`config.mk`:
```
export PLATFORM = sky130hd
export DESIGN_NAME = sbio_port
export DESIGN_NICKNAME = d
export VERILOG_FILES = /design/src/common/sbio_pkg.sv /design/src/design/sbio_pin_sync.sv /design/src/design/sbio_port.sv
export SDC_FILE = /design/constraint.sdc
export NUM_CORES = 1
export LEC_CHECK = 0
export BUFFER_PORTS_ARGS = -buffer_cell sky130_fd_sc_hd__buf_2
export CAP_MARGIN = 30
export CORE_UTILIZATION = 49
export CTS_CLUSTER_SIZE = 16
export DETAILED_ROUTE_END_ITERATION = 10
export PLACE_DENSITY = 0.81
export SLEW_MARGIN = 20
export SYNTH_ARGS = -nofsm -noshare
export SYNTH_HDL_FRONTEND = slang
export SYNTH_HIERARCHICAL = 1
export SYNTH_SLANG_ARGS = --single-unit
```
`constraint.sdc`:
```
create_clock -name CLK_I -period 3.5 [get_ports CLK_I]
set_input_delay 0.35 -clock CLK_I [delete_from_list [all_inputs] [get_ports CLK_I]]
set_output_delay 0.35 -clock CLK_I [all_outputs]
set_load 0.03 [all_outputs]
```
`src/common/sbio_pkg.sv`:
```
package sbio_pkg;

   // ==========================================================
   // sizes and register indices (byte address = index * 4)
   localparam int SBIO_PINS = 6;
   localparam logic [7:0] SBIO_IDX_DATA = 8'h05;
   localparam logic [7:0] SBIO_IDX_DIR = 8'h85;
   localparam logic [7:0] SBIO_IDX_ACFG = 8'h9f;

   // ==========================================================
   // reset values and field positions
   localparam logic [5:0] SBIO_DIR_RST = 6'h3f;
   localparam logic [5:0] SBIO_LATCH_POR = 6'h00;
   localparam logic SBIO_FMT_RST = 1'h0;
   localparam logic [3:0] SBIO_SEL_RST = 4'h0;
   localparam int SBIO_FMT_BIT = 7;
   localparam int SBIO_SEL_MSB = 3;
   localparam int SBIO_TMR_PIN = 4;
   localparam int SBIO_SS_PIN = 5;
   localparam logic [5:0] SBIO_TMR_MASK = 6'h10;
   localparam logic [5:0] SBIO_SS_MASK = 6'h20;

   // ==========================================================
   // analog masks per pin-select setting
   localparam logic [5:0] SBIO_AMASK_ALL = 6'h2f;
   localparam logic [5:0] SBIO_AMASK_LOW4 = 6'h0f;
   localparam logic [5:0] SBIO_AMASK_P013 = 6'h0b;
   localparam logic [5:0] SBIO_AMASK_P03 = 6'h09;
   localparam logic [5:0] SBIO_AMASK_P0 = 6'h01;
   localparam logic [5:0] SBIO_AMASK_NONE = 6'h00;

   // ==========================================================
   // bus answers
   localparam logic [1:0] SBIO_RESP_OKAY = 2'h0;
   localparam logic [1:0] SBIO_RESP_SLVERR = 2'h2;

   typedef enum logic [1:0] {SBIO_SEL_NONE, SBIO_SEL_DATA, SBIO_SEL_DIR, SBIO_SEL_ACFG} sbio_sel_t;

   typedef struct packed {
      logic ref_sel;
      logic [5:0] mask;
   } sbio_acfg_t;

   typedef struct packed {
      logic [5:0] latch;
      logic [5:0] dir;
      logic fmt;
      logic [3:0] sel;
   } sbio_regs_t;

   typedef struct packed {
      sbio_regs_t regs;
      logic aw_held;
      sbio_sel_t aw_sel;
      logic w_held;
      logic [7:0] w_data;
      logic w_strb0;
      logic awready;
      logic wready;
      logic bvalid;
      logic [1:0] bresp;
      logic arready;
      logic rvalid;
      logic [31:0] rdata;
      logic [1:0] rresp;
      logic [5:0] pin_out;
      logic [5:0] pin_oe;
      logic [5:0] analog_en;
      logic ref_sel;
      logic tmr_clk;
      logic ss;
   } sbio_state_t;

   typedef struct packed {
      logic s1;
      logic s2;
      logic s3;
      logic q;
   } sbio_sync_t;

   // word address decode, shared by read and write paths
   function automatic sbio_sel_t sbio_decode(input logic [31:0] a);
      sbio_sel_t s;
      s = SBIO_SEL_NONE;
      if (a[31:10] != '0 || a[1:0] != '0) begin
         s = SBIO_SEL_NONE;
      end else if (a[9:2] == SBIO_IDX_DATA) begin
         s = SBIO_SEL_DATA;
      end else if (a[9:2] == SBIO_IDX_DIR) begin
         s = SBIO_SEL_DIR;
      end else if (a[9:2] == SBIO_IDX_ACFG) begin
         s = SBIO_SEL_ACFG;
      end
      return s;
   endfunction : sbio_decode

   // pin-select setting to analog mask and reference choice
   function automatic sbio_acfg_t sbio_analog(input logic [3:0] sel);
      sbio_acfg_t r;
      r.ref_sel = sel[0] | (sel[3] & ~sel[2]);
      case (sel)
         4'h4, 4'h5: r.mask = SBIO_AMASK_P013;
         4'h6, 4'h7: r.mask = SBIO_AMASK_NONE;
         4'hd: r.mask = SBIO_AMASK_LOW4;
         4'he: r.mask = SBIO_AMASK_P0;
         4'hf: r.mask = SBIO_AMASK_P03;
         default: r.mask = SBIO_AMASK_ALL;
      endcase
      return r;
   endfunction : sbio_analog

endpackage : sbio_pkg

```
`src/design/sbio_pin_sync.sv`:
```
`timescale 1ns/1ps
module sbio_pin_sync
   import sbio_pkg::*;
(
   input wire logic clk_i,
   input wire logic reset_i,
   input wire logic ce_i,
   input wire logic d_i,
   output logic q_o
);

   sbio_sync_t st;
   sbio_sync_t next_st;

   // ==========================================================
   // three-stage chain; output follows once stages two and three agree
   always_comb begin
      next_st = st;
      next_st.s1 = d_i;
      next_st.s2 = st.s1;
      next_st.s3 = st.s2;
      if (st.s2 == st.s3) begin
         next_st.q = st.s3;
      end
      if (reset_i) begin
         next_st = '0;
      end
   end

   // register the whole state; enable freezes it except during reset
   always_ff @(posedge clk_i) begin
      if (ce_i || reset_i) begin
         st <= next_st;
      end
   end

   assign q_o = st.q;

endmodule : sbio_pin_sync

```
`src/design/sbio_port.sv`:
```
// The AXI4-Lite slave port was decided locally.
`timescale 1ns/1ps
// Operation
// - six-pin port, each pin with its own direction and latch bit
// - direction one makes the pin an input, driver released
// - direction zero drives the pin from its latch bit
// - data reads return pin levels; writes only load the latch
// - every data write is read-modify-write of the whole latch
// - pin four feeds the timer clock and is open-drain
// - other pins analog or digital per the pin-select field
// - power-on makes analog pins analog, digital reads give zero
// - direction bits still steer drivers of analog pins
// - pin five is serial slave select and an analog input
// - pin three is analog input or reference input by setting
// - upper two bits of data and direction read zero
// - other resets keep latch, set direction to all ones
// - enabled peripheral takes its pin from general use
module sbio_port
   import sbio_pkg::*;
(
   input wire logic CLK_I,
   input wire logic RESET_I,
   input wire logic POR_I,
   input wire logic CE_I,
   input wire logic [5:0] PIN_I,
   output logic [5:0] PIN_O,
   output logic [5:0] PIN_OE_O,
   input wire logic SS_PERIPH_EN_I,
   output logic [5:0] ANALOG_EN_O,
   output logic REF_SEL_O,
   output logic RESULT_FMT_O,
   output logic TMR_CLK_O,
   output logic SS_O,
   input wire logic [31:0] S_AXI_AWADDR_I,
   input wire logic S_AXI_AWVALID_I,
   output logic S_AXI_AWREADY_O,
   input wire logic [31:0] S_AXI_WDATA_I,
   input wire logic [3:0] S_AXI_WSTRB_I,
   input wire logic S_AXI_WVALID_I,
   output logic S_AXI_WREADY_O,
   output logic [1:0] S_AXI_BRESP_O,
   output logic S_AXI_BVALID_O,
   input wire logic S_AXI_BREADY_I,
   input wire logic [31:0] S_AXI_ARADDR_I,
   input wire logic S_AXI_ARVALID_I,
   output logic S_AXI_ARREADY_O,
   output logic [31:0] S_AXI_RDATA_O,
   output logic [1:0] S_AXI_RRESP_O,
   output logic S_AXI_RVALID_O,
   input wire logic S_AXI_RREADY_I
);

   sbio_state_t st;
   sbio_state_t next_st;
   logic [5:0] pin_sync;
   logic [5:0] digital_in;
   sbio_acfg_t acfg_now;
   sbio_acfg_t acfg_next;
   logic wr_go;
   sbio_sel_t rd_sel;
   logic any_reset;

   assign any_reset = RESET_I | POR_I;

   // ==========================================================
   // pin input synchronisers, one per pin
   for (genvar i = 0; i < SBIO_PINS; i++) begin : g_sync
      sbio_pin_sync u_sync (
         .clk_i(CLK_I),
         .reset_i(any_reset),
         .ce_i(CE_I),
         .d_i(PIN_I[i]),
         .q_o(pin_sync[i])
      );
   end

   // ==========================================================
   // digital view of the pins: analog pins read zero
   assign acfg_now = sbio_analog(st.regs.sel);
   assign digital_in = pin_sync & ~acfg_now.mask;

   // ==========================================================
   // next-state logic: bus slave, registers, pin drive
   always_comb begin
      next_st = st;
      wr_go = 1'b0;
      rd_sel = SBIO_SEL_NONE;
      acfg_next = '0;
      // write address and data are taken independently
      if (S_AXI_AWVALID_I && st.awready) begin
         next_st.aw_held = 1'b1;
         next_st.aw_sel = sbio_decode(S_AXI_AWADDR_I);
      end
      if (S_AXI_WVALID_I && st.wready) begin
         next_st.w_held = 1'b1;
         next_st.w_data = S_AXI_WDATA_I[7:0];
         next_st.w_strb0 = S_AXI_WSTRB_I[0];
      end
      // write proceeds once both halves are held
      wr_go = next_st.aw_held && next_st.w_held && !st.bvalid;
      if (wr_go) begin
         next_st.aw_held = 1'b0;
         next_st.w_held = 1'b0;
         next_st.bvalid = 1'b1;
         next_st.bresp = SBIO_RESP_OKAY;
         if (next_st.aw_sel == SBIO_SEL_DATA) begin
            // pins sampled, byte lane merged, whole latch stored
            if (next_st.w_strb0) begin
               next_st.regs.latch = next_st.w_data[5:0];
            end else begin
               next_st.regs.latch = digital_in;
            end
         end else if (next_st.aw_sel == SBIO_SEL_DIR) begin
            if (next_st.w_strb0) begin
               next_st.regs.dir = next_st.w_data[5:0];
            end
         end else if (next_st.aw_sel == SBIO_SEL_ACFG) begin
            if (next_st.w_strb0) begin
               next_st.regs.fmt = next_st.w_data[SBIO_FMT_BIT];
               next_st.regs.sel = next_st.w_data[SBIO_SEL_MSB:0];
            end
         end else begin
            next_st.bresp = SBIO_RESP_SLVERR;
         end
      end else if (st.bvalid && S_AXI_BREADY_I) begin
         next_st.bvalid = 1'b0;
      end
      // read: one at a time, answer the cycle after the address
      if (S_AXI_ARVALID_I && st.arready) begin
         rd_sel = sbio_decode(S_AXI_ARADDR_I);
         next_st.rvalid = 1'b1;
         next_st.rresp = SBIO_RESP_OKAY;
         next_st.rdata = '0;
         case (rd_sel)
            SBIO_SEL_DATA: next_st.rdata[5:0] = digital_in;
            SBIO_SEL_DIR: next_st.rdata[5:0] = st.regs.dir;
            SBIO_SEL_ACFG: begin
               next_st.rdata[SBIO_FMT_BIT] = st.regs.fmt;
               next_st.rdata[SBIO_SEL_MSB:0] = st.regs.sel;
            end
            default: next_st.rresp = SBIO_RESP_SLVERR;
         endcase
      end else if (st.rvalid && S_AXI_RREADY_I) begin
         next_st.rvalid = 1'b0;
      end
      // resets: power-on clears the latch; both set direction to all ones; other resets keep the latch
      if (POR_I) begin
         next_st = '0;
         next_st.regs.latch = SBIO_LATCH_POR;
         next_st.regs.dir = SBIO_DIR_RST;
         next_st.regs.fmt = SBIO_FMT_RST;
         next_st.regs.sel = SBIO_SEL_RST;
      end else if (RESET_I) begin
         next_st = '0;
         next_st.regs.latch = st.regs.latch;
         next_st.regs.dir = SBIO_DIR_RST;
         next_st.regs.fmt = SBIO_FMT_RST;
         next_st.regs.sel = SBIO_SEL_RST;
      end else begin
         next_st.awready = !next_st.aw_held && !next_st.bvalid;
         next_st.wready = !next_st.w_held && !next_st.bvalid;
         next_st.arready = !next_st.rvalid;
      end
      // pin drive: direction steers every driver, analog or not
      acfg_next = sbio_analog(next_st.regs.sel);
      next_st.pin_out = next_st.regs.latch & ~SBIO_TMR_MASK;
      next_st.pin_oe = ~next_st.regs.dir
         & ~(SBIO_TMR_MASK & next_st.regs.latch)
         & ~({SBIO_PINS{SS_PERIPH_EN_I}} & SBIO_SS_MASK);
      next_st.analog_en = acfg_next.mask;
      next_st.ref_sel = acfg_next.ref_sel;
      next_st.tmr_clk = pin_sync[SBIO_TMR_PIN];
      next_st.ss = digital_in[SBIO_SS_PIN];
      if (any_reset) begin
         next_st.tmr_clk = 1'b0;
         next_st.ss = 1'b0;
      end
   end

   // ==========================================================
   // state register; enable freezes everything except reset
   always_ff @(posedge CLK_I) begin
      if (CE_I || any_reset) begin
         st <= next_st;
      end
   end

   // ==========================================================
   // outputs straight from the state register
   assign PIN_O = st.pin_out;
   assign PIN_OE_O = st.pin_oe;
   assign ANALOG_EN_O = st.analog_en;
   assign REF_SEL_O = st.ref_sel;
   assign RESULT_FMT_O = st.regs.fmt;
   assign TMR_CLK_O = st.tmr_clk;
   assign SS_O = st.ss;
   assign S_AXI_AWREADY_O = st.awready;
   assign S_AXI_WREADY_O = st.wready;
   assign S_AXI_BRESP_O = st.bresp;
   assign S_AXI_BVALID_O = st.bvalid;
   assign S_AXI_ARREADY_O = st.arready;
   assign S_AXI_RDATA_O = st.rdata;
   assign S_AXI_RRESP_O = st.rresp;
   assign S_AXI_RVALID_O = st.rvalid;
endmodule : sbio_port

```
==> flow_summary.yaml, run 1 <==
clock_tree:
  cts_made_buffers: 9
  cts.path.max_buffers: 2
  cts_resized: 0
  worstSkewPairLatency_ns: 0.35
  tritoncts_num_sinks: 81
  post_cts_hold_buffer_count: 0
  path_clk_slew_ns: 0.08
  clock_tree_from_tritoncts: "yes"
  htreeDepth: 3
  postCtsSetupBuffers: 0
  clk_root_buffer_cell: "clkbuf_8"
global_routing:
  groute.usage.overall_pct: 19.5
  antenna_found_initial: 0
  vias_in_the_first_global_route: 3110
  grt_first_pass_wirelength_mm: 14.8
  global_route.overflow_total: 0
  pin_count_of_the_biggest_net_entering_global_routing: 42
synth:
  post-synth-top-area-cell: "edfxtp_1"
  synthCells: 398
  synthesis.area_per_instance_um2: 11.4
  synth_area_um2: 4520
  synthXorXnorAreaFrac_pct: 1.16
  synth_top_family_by_area: "simple AND/OR/NAND/NOR gates"
  synthAdderAreaFrac_pct: 1.94
  ffs_latches_synth: 81
  yosysSeqAreaShare_pct: 53.8
  synth_async_sr_flop_share_pct: 0
  synth-compound-area-share_pct: 7.78
  yosys-mux-area-fraction_pct: 4.04
  synth_cell_types: 51
  synth_most_common_cell: "edfxtp_1"
  synth.top_cell.area_share_pct: 53.8
  synth_area_leaders: "edfxtp_1 (54%), buf_4 (9.1%), nor2b_1 (3.5%)"
  synth_edf_count: 81
  synth.cells.most_frequent: "edfxtp_1 (81), buf_4 (55), nor2_1 (27)"
  postSynth.topFlopCell: "edfxtp_1"
  synth_simple_gate_area_share_pct: 19.7
  synth.yosys.warnings: 6
layout:
  syn_to_final_growth_pct: 13.0
  insertedDiodeCount: 0
  fin_nets: 620
  fin_area_um2: 5110
  layout-drive-gt1-share_pct: 30.1
  final_cell_count_no_fill: 610
  final.fill_count: 741
  multiInputGateArea_um2: 1680
  seqCellArea_um2: 2430
critical_path:
  startpoint_of_the_most_critical_register_to_register_path: "S_AXI_AWREADY_O$_SDFFCE_PP0P_"
  worstSetupStartpointType: "input pin"
  cp_max_fo: 14
  critical-path-top-cell-by-count: "nor4_1"
  timing.critical_path.arrival_ns: 2.97
  crit_required_ns: 3.57
  critPathCaptureType: "flop"
  reg2reg_slack_ns: 0.77
  list_of_cells_traversed_by_the_critical_path: "buf_2 > nor4_1 > nand4_1 > nor4_1 > a32o_1 > inv_1 > ha_1 > nor2_1 > nand4b_2 > nor3_1 > a32oi_1"
  criticalPathCategory: "in2reg"
  delay_contributed_by_the_slowest_stage_of_the_critical_path_ns: 0.42
  timing.reg2reg.worst_path_depth: 9
  critical_path.slowest_cell: "nor3_1"
  worstReg2RegEnd: "ANALOG_EN_O[0]$_SDFFCE_PN1P_"
min_path:
  hold_path_class: "in2reg"
  min_from: "PIN_I[1]"
  hold_depth: 2
  sink_of_the_worst_hold_path: "g_sync[1].u_sync/st[3]$_SDFFCE_PP0P_"
sta:
  rsz0062_at_grt: "no"
  final.setup.tns_ns: 0
  slew_headroom_pct: 67.0
  worst_clock_skew_ns: 0.00745
  timing.final.setup_violations: 0
  finalWorstPathRequiredPeriod_ns: 2.90
  worst_pin_slew_ns: 0.481
  achievable-frequency_ghz: 0.345
  final_max_slew_viol_count: 0
  finalHoldViolCount: 0
  min_period_over_period_pct: 82.8
floorplan:
  overall_die_area_um2: 9610
  start_util_pct: 51.3
  die_w_um: 98.0
  die_h_um: 98.0
  core_region_area_um2: 8810
  core.rowCount: 34
  io_pins: 179
pwr:
  pwr_density_cell_nw_per_um2: 394
  power.total_mw: 2.01
  static-leakage-power_nw: 2.16
  power.ir.vdd_worst_v: 0.000213
detailed_routing:
  wl_per_cell_um: 14.8
  antenna_violating_nets_remaining: 0
  count_of_tritonroute_iterations_in_the_first_routing_pass: 9
  route.final.wire_length_mm: 9.03
  routed-via-count: 3252
  drt_iter0_drc: 213
  drc: 6
  routed_via_density: 5.33
placed_design:
  total_placed_cells_including_tap_cells: 594
  place_area_um2: 4940
  place.gp.congestion: 0.872
  detailedPlacementHpwl_mm: 6.81
  numPortBuffers: 121
status:
  violated_checks: "design-rule violations"
  run_status: "complete, but fails checks"
run:
  max_cap_violations: 0
## cells by family (layout without fill, tap and decap cells)
logic type / count (synthesis) / after routing
simple gates: 160 / 160
flops: 81 / 81
buf+inv: 78 / 154
compound gates: 48 / 48
mux: 17 / 17
fa+ha+maj: 7 / 7
xor+xnor: 6 / 6
other cells: 1 / 29
## state kept, by name (all words and copies together), names as in the netlist
| name | cells |
|---|---|
| S_AXI_RDATA_O | 7 |
| S_AXI_BRESP_O | 1 |
| S_AXI_RVALID_O | 1 |
| st | 28 |
| S_AXI_AWREADY_O | 1 |
| SS_O | 1 |
| REF_SEL_O | 1 |
| S_AXI_RRESP_O | 1 |
| S_AXI_WREADY_O | 1 |
| RESULT_FMT_O | 1 |
| g_sync.u_sync/q_o | 6 |
| ANALOG_EN_O | 5 |
| PIN_OE_O | 6 |
| S_AXI_BVALID_O | 1 |
| g_sync.u_sync/st | 18 |
| S_AXI_ARREADY_O | 1 |
| TMR_CLK_O | 1 |
## metrics by stage
| stage | worst slack, ns | hold WS, ns | utilization (%) |
|---|---|---|---|
| global placement | 0.400 | 0.515 | 55.9 |
| finish | 0.604 | 0.281 | 58.0 |
| detailed placement | 0.272 | 0.521 | 56.2 |
| global route | 0.422 | 0.277 | 58.0 |
| CTS | 0.654 | 0.271 | 58.0 |
| floorplan | 0.855 | 0.509 | - |
## where the power goes
group          internal, mW  leakage, nW  switching (mW)
Combinational        0.0996         1.20           0.191
Clock                 0.256       0.0750           0.322
Sequential             1.12        0.891          0.0258
## cell usage in the layout (no fill, tap or decap), types with 2 or more instances in the layout
cell / instances
nor4_1: 15
or3_1: 2
mux2_2: 4
conb_1: 29
mux2i_2: 2
a22oi_1: 4
nand2b_1: 2
clkbuf_8: 9
buf_2: 121
and2_1: 13
edfxtp_1: 81
clkinv_1: 3
inv_1: 11
or2_1: 6
ha_1: 7
a221oi_2: 2
nor2_1: 27
xnor2_1: 6
o21ai_0: 6
and3_1: 8
clkinvlp_4: 2
a21oi_1: 9
a211oi_1: 9
a21o_1: 6
nand2_1: 24
buf_4: 4
nand4_1: 3
mux2i_1: 11
nor2b_1: 25
a222oi_1: 4
clkbuf_1: 2
nor3_1: 16
nand3_1: 6
and3b_1: 2
## metal layers
layer  global-route usage, %  up-vias  wire (um)  part of all wire, %
met4                    9.44        0        229                  2.5
li1                        -     1578          -                    -
met1                    24.9     1545       3770                   42
met2                    31.3      111       4460                   49
met3                    4.72       18        571                  6.3
met5                       0        -          0                    0
## how the worst max path moves through the flow
stage                  startpoint                           end
2_1_floorplan  S_AXI_AWADDR_I[20]  ANALOG_EN_O[2]$_SDFFCE_PN1P_
3_3_place_gp   S_AXI_AWADDR_I[20]      ANALOG_EN_O[5]$_DFFE_PP_
3_5_place_dp   S_AXI_AWADDR_I[20]  ANALOG_EN_O[0]$_SDFFCE_PN1P_
4_1_cts        S_AXI_AWADDR_I[20]  ANALOG_EN_O[0]$_SDFFCE_PN1P_
5_1_grt        S_AXI_AWADDR_I[20]  ANALOG_EN_O[0]$_SDFFCE_PN1P_
6_report       S_AXI_AWADDR_I[20]  ANALOG_EN_O[0]$_SDFFCE_PN1P_
## cell type report
class	count	share of cell area [%]
Clock inverter	5	0.612
Sequential cell	81	47.6
Clock buffer	11	2.57
Timing Repair Buffer	126	12.8
Multi-Input combinational cell	267	32.8
Inverter	12	0.882
Tap cell	108	2.65
## worst max-delay path: cells and delay by family
family | cells | cell delay (ns)
simple gates | 6 | 1.80
compound gates | 2 | 0.45
fa+ha+maj | 1 | 0.21
buf+inv | 2 | 0.16
Note: power is estimated with default switching activity, not from simulation.
==> run 2: changes to the inputs <==
==> constraint.sdc (replaced) <==
create_clock -name CLK_I -period 2.75 [get_ports CLK_I]
set_input_delay 0.275 -clock CLK_I [delete_from_list [all_inputs] [get_ports CLK_I]]
set_output_delay 0.275 -clock CLK_I [all_outputs]
set_load 0.03 [all_outputs]
==> run 2 against run 1 <==
  * The flow still finishes with violations (design-rule violations)
  * Register-to-register slack got worse by 0.44 ns
  * Critical path depth did not move
  * Die area did not move
  * Via count rose by 2.7%
  * Critical path type unchanged
  * Critical endpoint is now ANALOG_EN_O[2]$_SDFFCE_PN1P_
==> flow_summary.yaml, run 2 (synthesis results as in run 1) <==
pwr:
  pwr_density_cell_nw_per_um2: 520
  power.ir.vdd_worst_v: 0.000344
  static-leakage-power_nw: 2.23
placed_design:
  numPortBuffers: 121
  detailedPlacementHpwl_mm: 7.09
  place.gp.congestion: 0.875
sta:
  timing.final.setup_violations: 0
  finalHoldViolCount: 0
  worst_pin_slew_ns: 0.477
  finalWorstPathRequiredPeriod_ns: 2.45
  final_max_slew_viol_count: 0
  worst_clock_skew_ns: 0.00953
  min_period_over_period_pct: 89.1
  final.setup.tns_ns: 0
  achievable-frequency_ghz: 0.408
  slew_headroom_pct: 67.3
  rsz0062_at_grt: "no"
clock_tree:
  clk_root_buffer_cell: "clkbuf_8"
  post_cts_hold_buffer_count: 0
  tritoncts_num_sinks: 81
  cts_made_buffers: 9
  cts_resized: 0
  worstSkewPairLatency_ns: 0.36
  htreeDepth: 3
  cts.path.max_buffers: 2
  postCtsSetupBuffers: 0
  path_clk_slew_ns: 0.09
  clock_tree_from_tritoncts: "yes"
floorplan:
  core.rowCount: 34
  core_region_area_um2: 8810
  die_h_um: 98.0
  overall_die_area_um2: 9610
  start_util_pct: 51.3
  die_w_um: 98.0
  io_pins: 179
global_routing:
  vias_in_the_first_global_route: 3193
  antenna_found_initial: 0
  global_route.overflow_total: 0
  groute.usage.overall_pct: 20.4
  grt_first_pass_wirelength_mm: 15.4
  pin_count_of_the_biggest_net_entering_global_routing: 34
layout:
  finalCoreUtilization_pct: 59.3
  final.fill_count: 723
  insertedDiodeCount: 0
  fin_nets: 628
  mostFrequentLayoutCell: "buf_2"
  layout-drive-gt1-share_pct: 32.0
  registers.top_by_ff_count: "st"
  most_used_cells_in_the_layout_excluding_fill_and_tap_cells: "buf_2 (121), edfxtp_1 (81), conb_1 (29)"
  largest_reg_flops: 28
  syn_to_final_growth_pct: 15.5
critical_path:
  timing.reg2reg.worst_path_depth: 9
  timing.critical_path.arrival_ns: 2.55
  reg2reg_slack_ns: 0.33
  worstSetupStartpointType: "input pin"
  startpoint: "S_AXI_AWADDR_I[20]"
  worstReg2RegEnd: "ANALOG_EN_O[2]$_SDFFCE_PN1P_"
  crit_required_ns: 2.85
  startpoint_of_the_most_critical_register_to_register_path: "S_AXI_AWREADY_O$_SDFFCE_PP0P_"
  criticalPathCategory: "in2reg"
  cp_max_fo: 3
  critPathCaptureType: "flop"
min_path:
  hold_path_class: "in2reg"
  min_from: "PIN_I[4]"
  sink_of_the_worst_hold_path: "g_sync[4].u_sync/st[3]$_SDFFCE_PP0P_"
  hold_depth: 2
detailed_routing:
  wl_per_cell_um: 15.5
  drt_iter0_drc: 268
  routed-via-count: 3340
  routed_via_density: 5.40
  antenna_violating_nets_remaining: 0
  drc: 6
  count_of_tritonroute_iterations_in_the_first_routing_pass: 8
  route.final.wire_length_mm: 9.58
run:
  max_cap_violations: 0
status:
  violated_checks: "design-rule violations"
  run_status: "complete, but fails checks"
## run 2: worst max-delay path, cell delays in order
cell and delay, ns:
buf_2 0.10, nor4_1 0.29, nand4_1 0.12, nor4_1 0.36, a32o_1 0.26, inv_1 0.05
ha_1 0.22, nor2_1 0.16, and4b_1 0.26, mux2i_2 0.33, a221oi_2 0.11
## run 2: metal layers
| metal | up-vias | wire length, um | part of all wire (%) | global-route usage (%) |
|---|---|---|---|---|
| met5 | - | 0 | 0 | 0 |
| met4 | 0 | 323 | 3.4 | 9.67 |
| met3 | 32 | 521 | 5.4 | 4.72 |
| met2 | 137 | 4750 | 50 | 33.0 |
| met1 | 1582 | 3980 | 42 | 26.0 |
| li1 | 1589 | - | - | - |
## run 2: how the worst max path moves through the flow
stage	end	slack, ns	cells after the start
after floorplan	ANALOG_EN_O[2]$_SDFFCE_PN1P_	0.18	11
after global placement	ANALOG_EN_O[2]$_SDFFCE_PN1P_	-0.03	11
after detailed placement	ANALOG_EN_O[2]$_SDFFCE_PN1P_	-0.06	11
after CTS	ANALOG_EN_O[2]$_SDFFCE_PN1P_	0.32	11
after global routing	ANALOG_EN_O[2]$_SDFFCE_PN1P_	0.13	11
final	ANALOG_EN_O[2]$_SDFFCE_PN1P_	0.30	11
## run 2: cell type report
cell class                      count  area (um2)  share of cell area [%]
Clock buffer                        9         124                    2.37
Sequential cell                    81        2430                    46.6
Tap cell                          108         135                    2.59
Timing Repair Buffer              134         728                    14.0
Clock inverter                      7        77.6                    1.49
Inverter                           12        45.0                   0.863
Multi-Input combinational cell    267        1680                    32.1
## run 2: metrics by stage
stage	std cells	worst slack, ns	area (um2)	hold slack (ns)	total power, mW
3_3_place_gp	602	-0.0341	5020	0.514	1.84
4_1_cts	618	0.321	5220	0.198	2.72
3_5_place_dp	602	-0.0625	5020	0.524	1.86
2_1_floorplan	426	0.180	4620	0.464	1.76
5_1_grt	618	0.125	5220	0.193	2.80
6_report	618	0.301	5220	0.200	2.71
## run 2: power breakdown
group / leakage, nW / switching (mW) / internal [mW]
clock: 0.100 / 0.454 / 0.427
sequential: 0.891 / 0.0344 / 1.42
combinational: 1.24 / 0.246 / 0.130
total: 2.23 / 0.734 / 1.98
==> run 3: changes to the inputs <==
==> constraint.sdc (replaced) <==
create_clock -name CLK_I -period 2.6 [get_ports CLK_I]
set_input_delay 0.26 -clock CLK_I [delete_from_list [all_inputs] [get_ports CLK_I]]
set_output_delay 0.26 -clock CLK_I [all_outputs]
set_load 0.03 [all_outputs]
==> run 3 against run 2 <==
  * The flow still finishes with violations (design-rule violations)
  * First-iteration DRC count shrank 6.3%
  * Sequential cell count stayed put
  * Combinational power grew 6.1%
  * Non-clock buffer count unchanged
  * Die area stayed put
  * Critical path depth stayed put
  * Global-route usage fell by 0.69 points
  * Final cell count unchanged
  * Design area is 0.38% lower
==> flow_summary.yaml, run 3 (synthesis results as in run 1) <==
layout:
  final.fill_count: 732
  mostFrequentLayoutCell: "buf_2"
  finalCoreUtilization_pct: 59.0
  most_used_cells_in_the_layout_excluding_fill_and_tap_cells: "buf_2 (121), edfxtp_1 (81), conb_1 (29)"
  registers.top_by_ff_count: "st"
  final_cell_count_no_fill: 618
  syn_to_final_growth_pct: 15.0
  fin_area_um2: 5200
  fin_nets: 628
  layout-drive-gt1-share_pct: 32.0
  largest_reg_flops: 28
detailed_routing:
  antenna_violating_nets_remaining: 0
  routed-via-count: 3304
  count_of_tritonroute_iterations_in_the_first_routing_pass: 8
  routed_via_density: 5.35
  drc: 6
  drt_iter0_drc: 251
  route.final.wire_length_mm: 9.36
  wl_per_cell_um: 15.1
sta:
  min_period_over_period_pct: 94.3
  worst_clock_skew_ns: 0.00831
  finalWorstPathRequiredPeriod_ns: 2.45
  finalHoldViolCount: 0
  final.setup.tns_ns: 0
  rsz0062_at_grt: "no"
  final_max_slew_viol_count: 0
  timing.final.setup_violations: 0
  achievable-frequency_ghz: 0.408
critical_path:
  timing.reg2reg.worst_path_depth: 9
  crit_required_ns: 2.68
  startpoint_of_the_most_critical_register_to_register_path: "S_AXI_AWREADY_O$_SDFFCE_PP0P_"
  critPathCaptureType: "flop"
  worstReg2RegEnd: "ANALOG_EN_O[2]$_SDFFCE_PN1P_"
  cp_max_fo: 3
  reg2reg_slack_ns: 0.18
  timing.critical_path.arrival_ns: 2.53
  criticalPathCategory: "in2reg"
  worstSetupStartpointType: "input pin"
placed_design:
  place_area_um2: 5020
  total_placed_cells_including_tap_cells: 602
  detailedPlacementHpwl_mm: 7.08
  numPortBuffers: 121
  place.gp.congestion: 0.856
floorplan:
  start_util_pct: 51.3
  die_h_um: 98.0
  core.rowCount: 34
  die_w_um: 98.0
  overall_die_area_um2: 9610
  io_pins: 179
  core_region_area_um2: 8810
pwr:
  power_switching_uw: 717
  share_clk_of_total_power_pct: 28.0
  internal_pwr_total_mw: 1.97
  pwr_density_cell_nw_per_um2: 518
  power.ir.vdd_worst_v: 0.000259
  sequentialPowerShare_pct: 57.2
  switching_share_pct: 26.6
  static-leakage-power_nw: 2.23
  comb_power_share_pct: 14.8
min_path:
  sink_of_the_worst_hold_path: "PIN_OE_O[5]$_DFFE_PP_"
  hold_path_class: "in2reg"
  min_from: "SS_PERIPH_EN_I"
  hold_depth: 2
global_routing:
  global_route.overflow_total: 0
  grt_first_pass_wirelength_mm: 14.8
  groute.usage.overall_pct: 19.7
  vias_in_the_first_global_route: 3106
  pin_count_of_the_biggest_net_entering_global_routing: 46
  antenna_found_initial: 1
clock_tree:
  path_clk_slew_ns: 0.08
  clk_root_buffer_cell: "clkbuf_8"
  cts_made_buffers: 9
  cts.path.max_buffers: 2
  clock_tree_from_tritoncts: "yes"
  tritoncts_num_sinks: 81
  worstSkewPairLatency_ns: 0.35
  htreeDepth: 3
run:
  max_cap_violations: 0
status:
  run_status: "complete, but fails checks"
  violated_checks: "design-rule violations"
-- run 3: power by group through the flow --
stage,clock (mW),sequential [mW],combinational (mW)
final,0.753,1.54,0.399
after global placement,0,1.56,0.385
after detailed placement,0,1.57,0.394
after floorplan,0,1.58,0.290
after global routing,0.819,1.55,0.429
after CTS,0.768,1.54,0.396
-- run 3: routing by layer --
| layer | track usage (%) | share of wire [%] | vias to the layer above |
|---|---|---|---|
| met1 | 24.6 | 41 | 1548 |
| met3 | 5.44 | 6.6 | 29 |
| met5 | 0 | 0 | - |
| li1 | - | - | 1592 |
| met2 | 31.4 | 48 | 135 |
| met4 | 10.4 | 3.7 | 0 |
-- run 3: timing repair --
action	4_1_cts	5_1_grt
setup endpoints to repair	0	9
resized for setup	0	4
hold buffers	0	0
setup buffers	0	0
-- run 3: worst max-delay path by stage --
stage | from | to | slack, ns
after CTS | S_AXI_AWADDR_I[20] | ANALOG_EN_O[2]$_SDFFCE_PN1P_ | 0.07
after global routing | S_AXI_AWADDR_I[27] | ANALOG_EN_O[2]$_SDFFCE_PN1P_ | 0.007
after global placement | S_AXI_AWADDR_I[20] | ANALOG_EN_O[2]$_SDFFCE_PN1P_ | -0.15
final | S_AXI_AWADDR_I[20] | ANALOG_EN_O[2]$_SDFFCE_PN1P_ | 0.15
after detailed placement | S_AXI_AWADDR_I[20] | ANALOG_EN_O[2]$_SDFFCE_PN1P_ | -0.30
after floorplan | S_AXI_AWADDR_I[20] | ANALOG_EN_O[2]$_SDFFCE_PN1P_ | 0.04
-- run 3: through the flow --
stage	total power [mW]	setup slack [ns]	hold WS [ns]
after floorplan	1.87	0.0445	0.449
after global placement	1.95	-0.153	0.513
after detailed placement	1.96	-0.298	0.528
after CTS	2.70	0.0678	0.191
after global routing	2.79	0.00749	0.186
final	2.69	0.149	0.200
-- run 3: cell type report --
| class | count | area (um2) | share of cell area, % |
|---|---|---|---|
| flip-flops and latches | 81 | 2430 | 46.8 |
| clock inverters | 5 | 23.8 | 0.457 |
| clock buffers | 10 | 128 | 2.45 |
| diodes | 1 | 2.50 | 0.0481 |
| well taps | 108 | 135 | 2.60 |
| inverters | 12 | 45.0 | 0.866 |
| multi-input cells | 267 | 1700 | 32.8 |
| repair buffers | 134 | 728 | 14.0 |
-- run 3: worst max-delay path, cell delays in order --
cell	delay, ns
buf_2	0.11
nor4_2	0.28
nand4_1	0.17
nor4_4	0.31
a32o_1	0.24
inv_1	0.06
ha_1	0.21
nor2_1	0.19
and4b_1	0.27
mux2i_2	0.33
a221oi_2	0.11
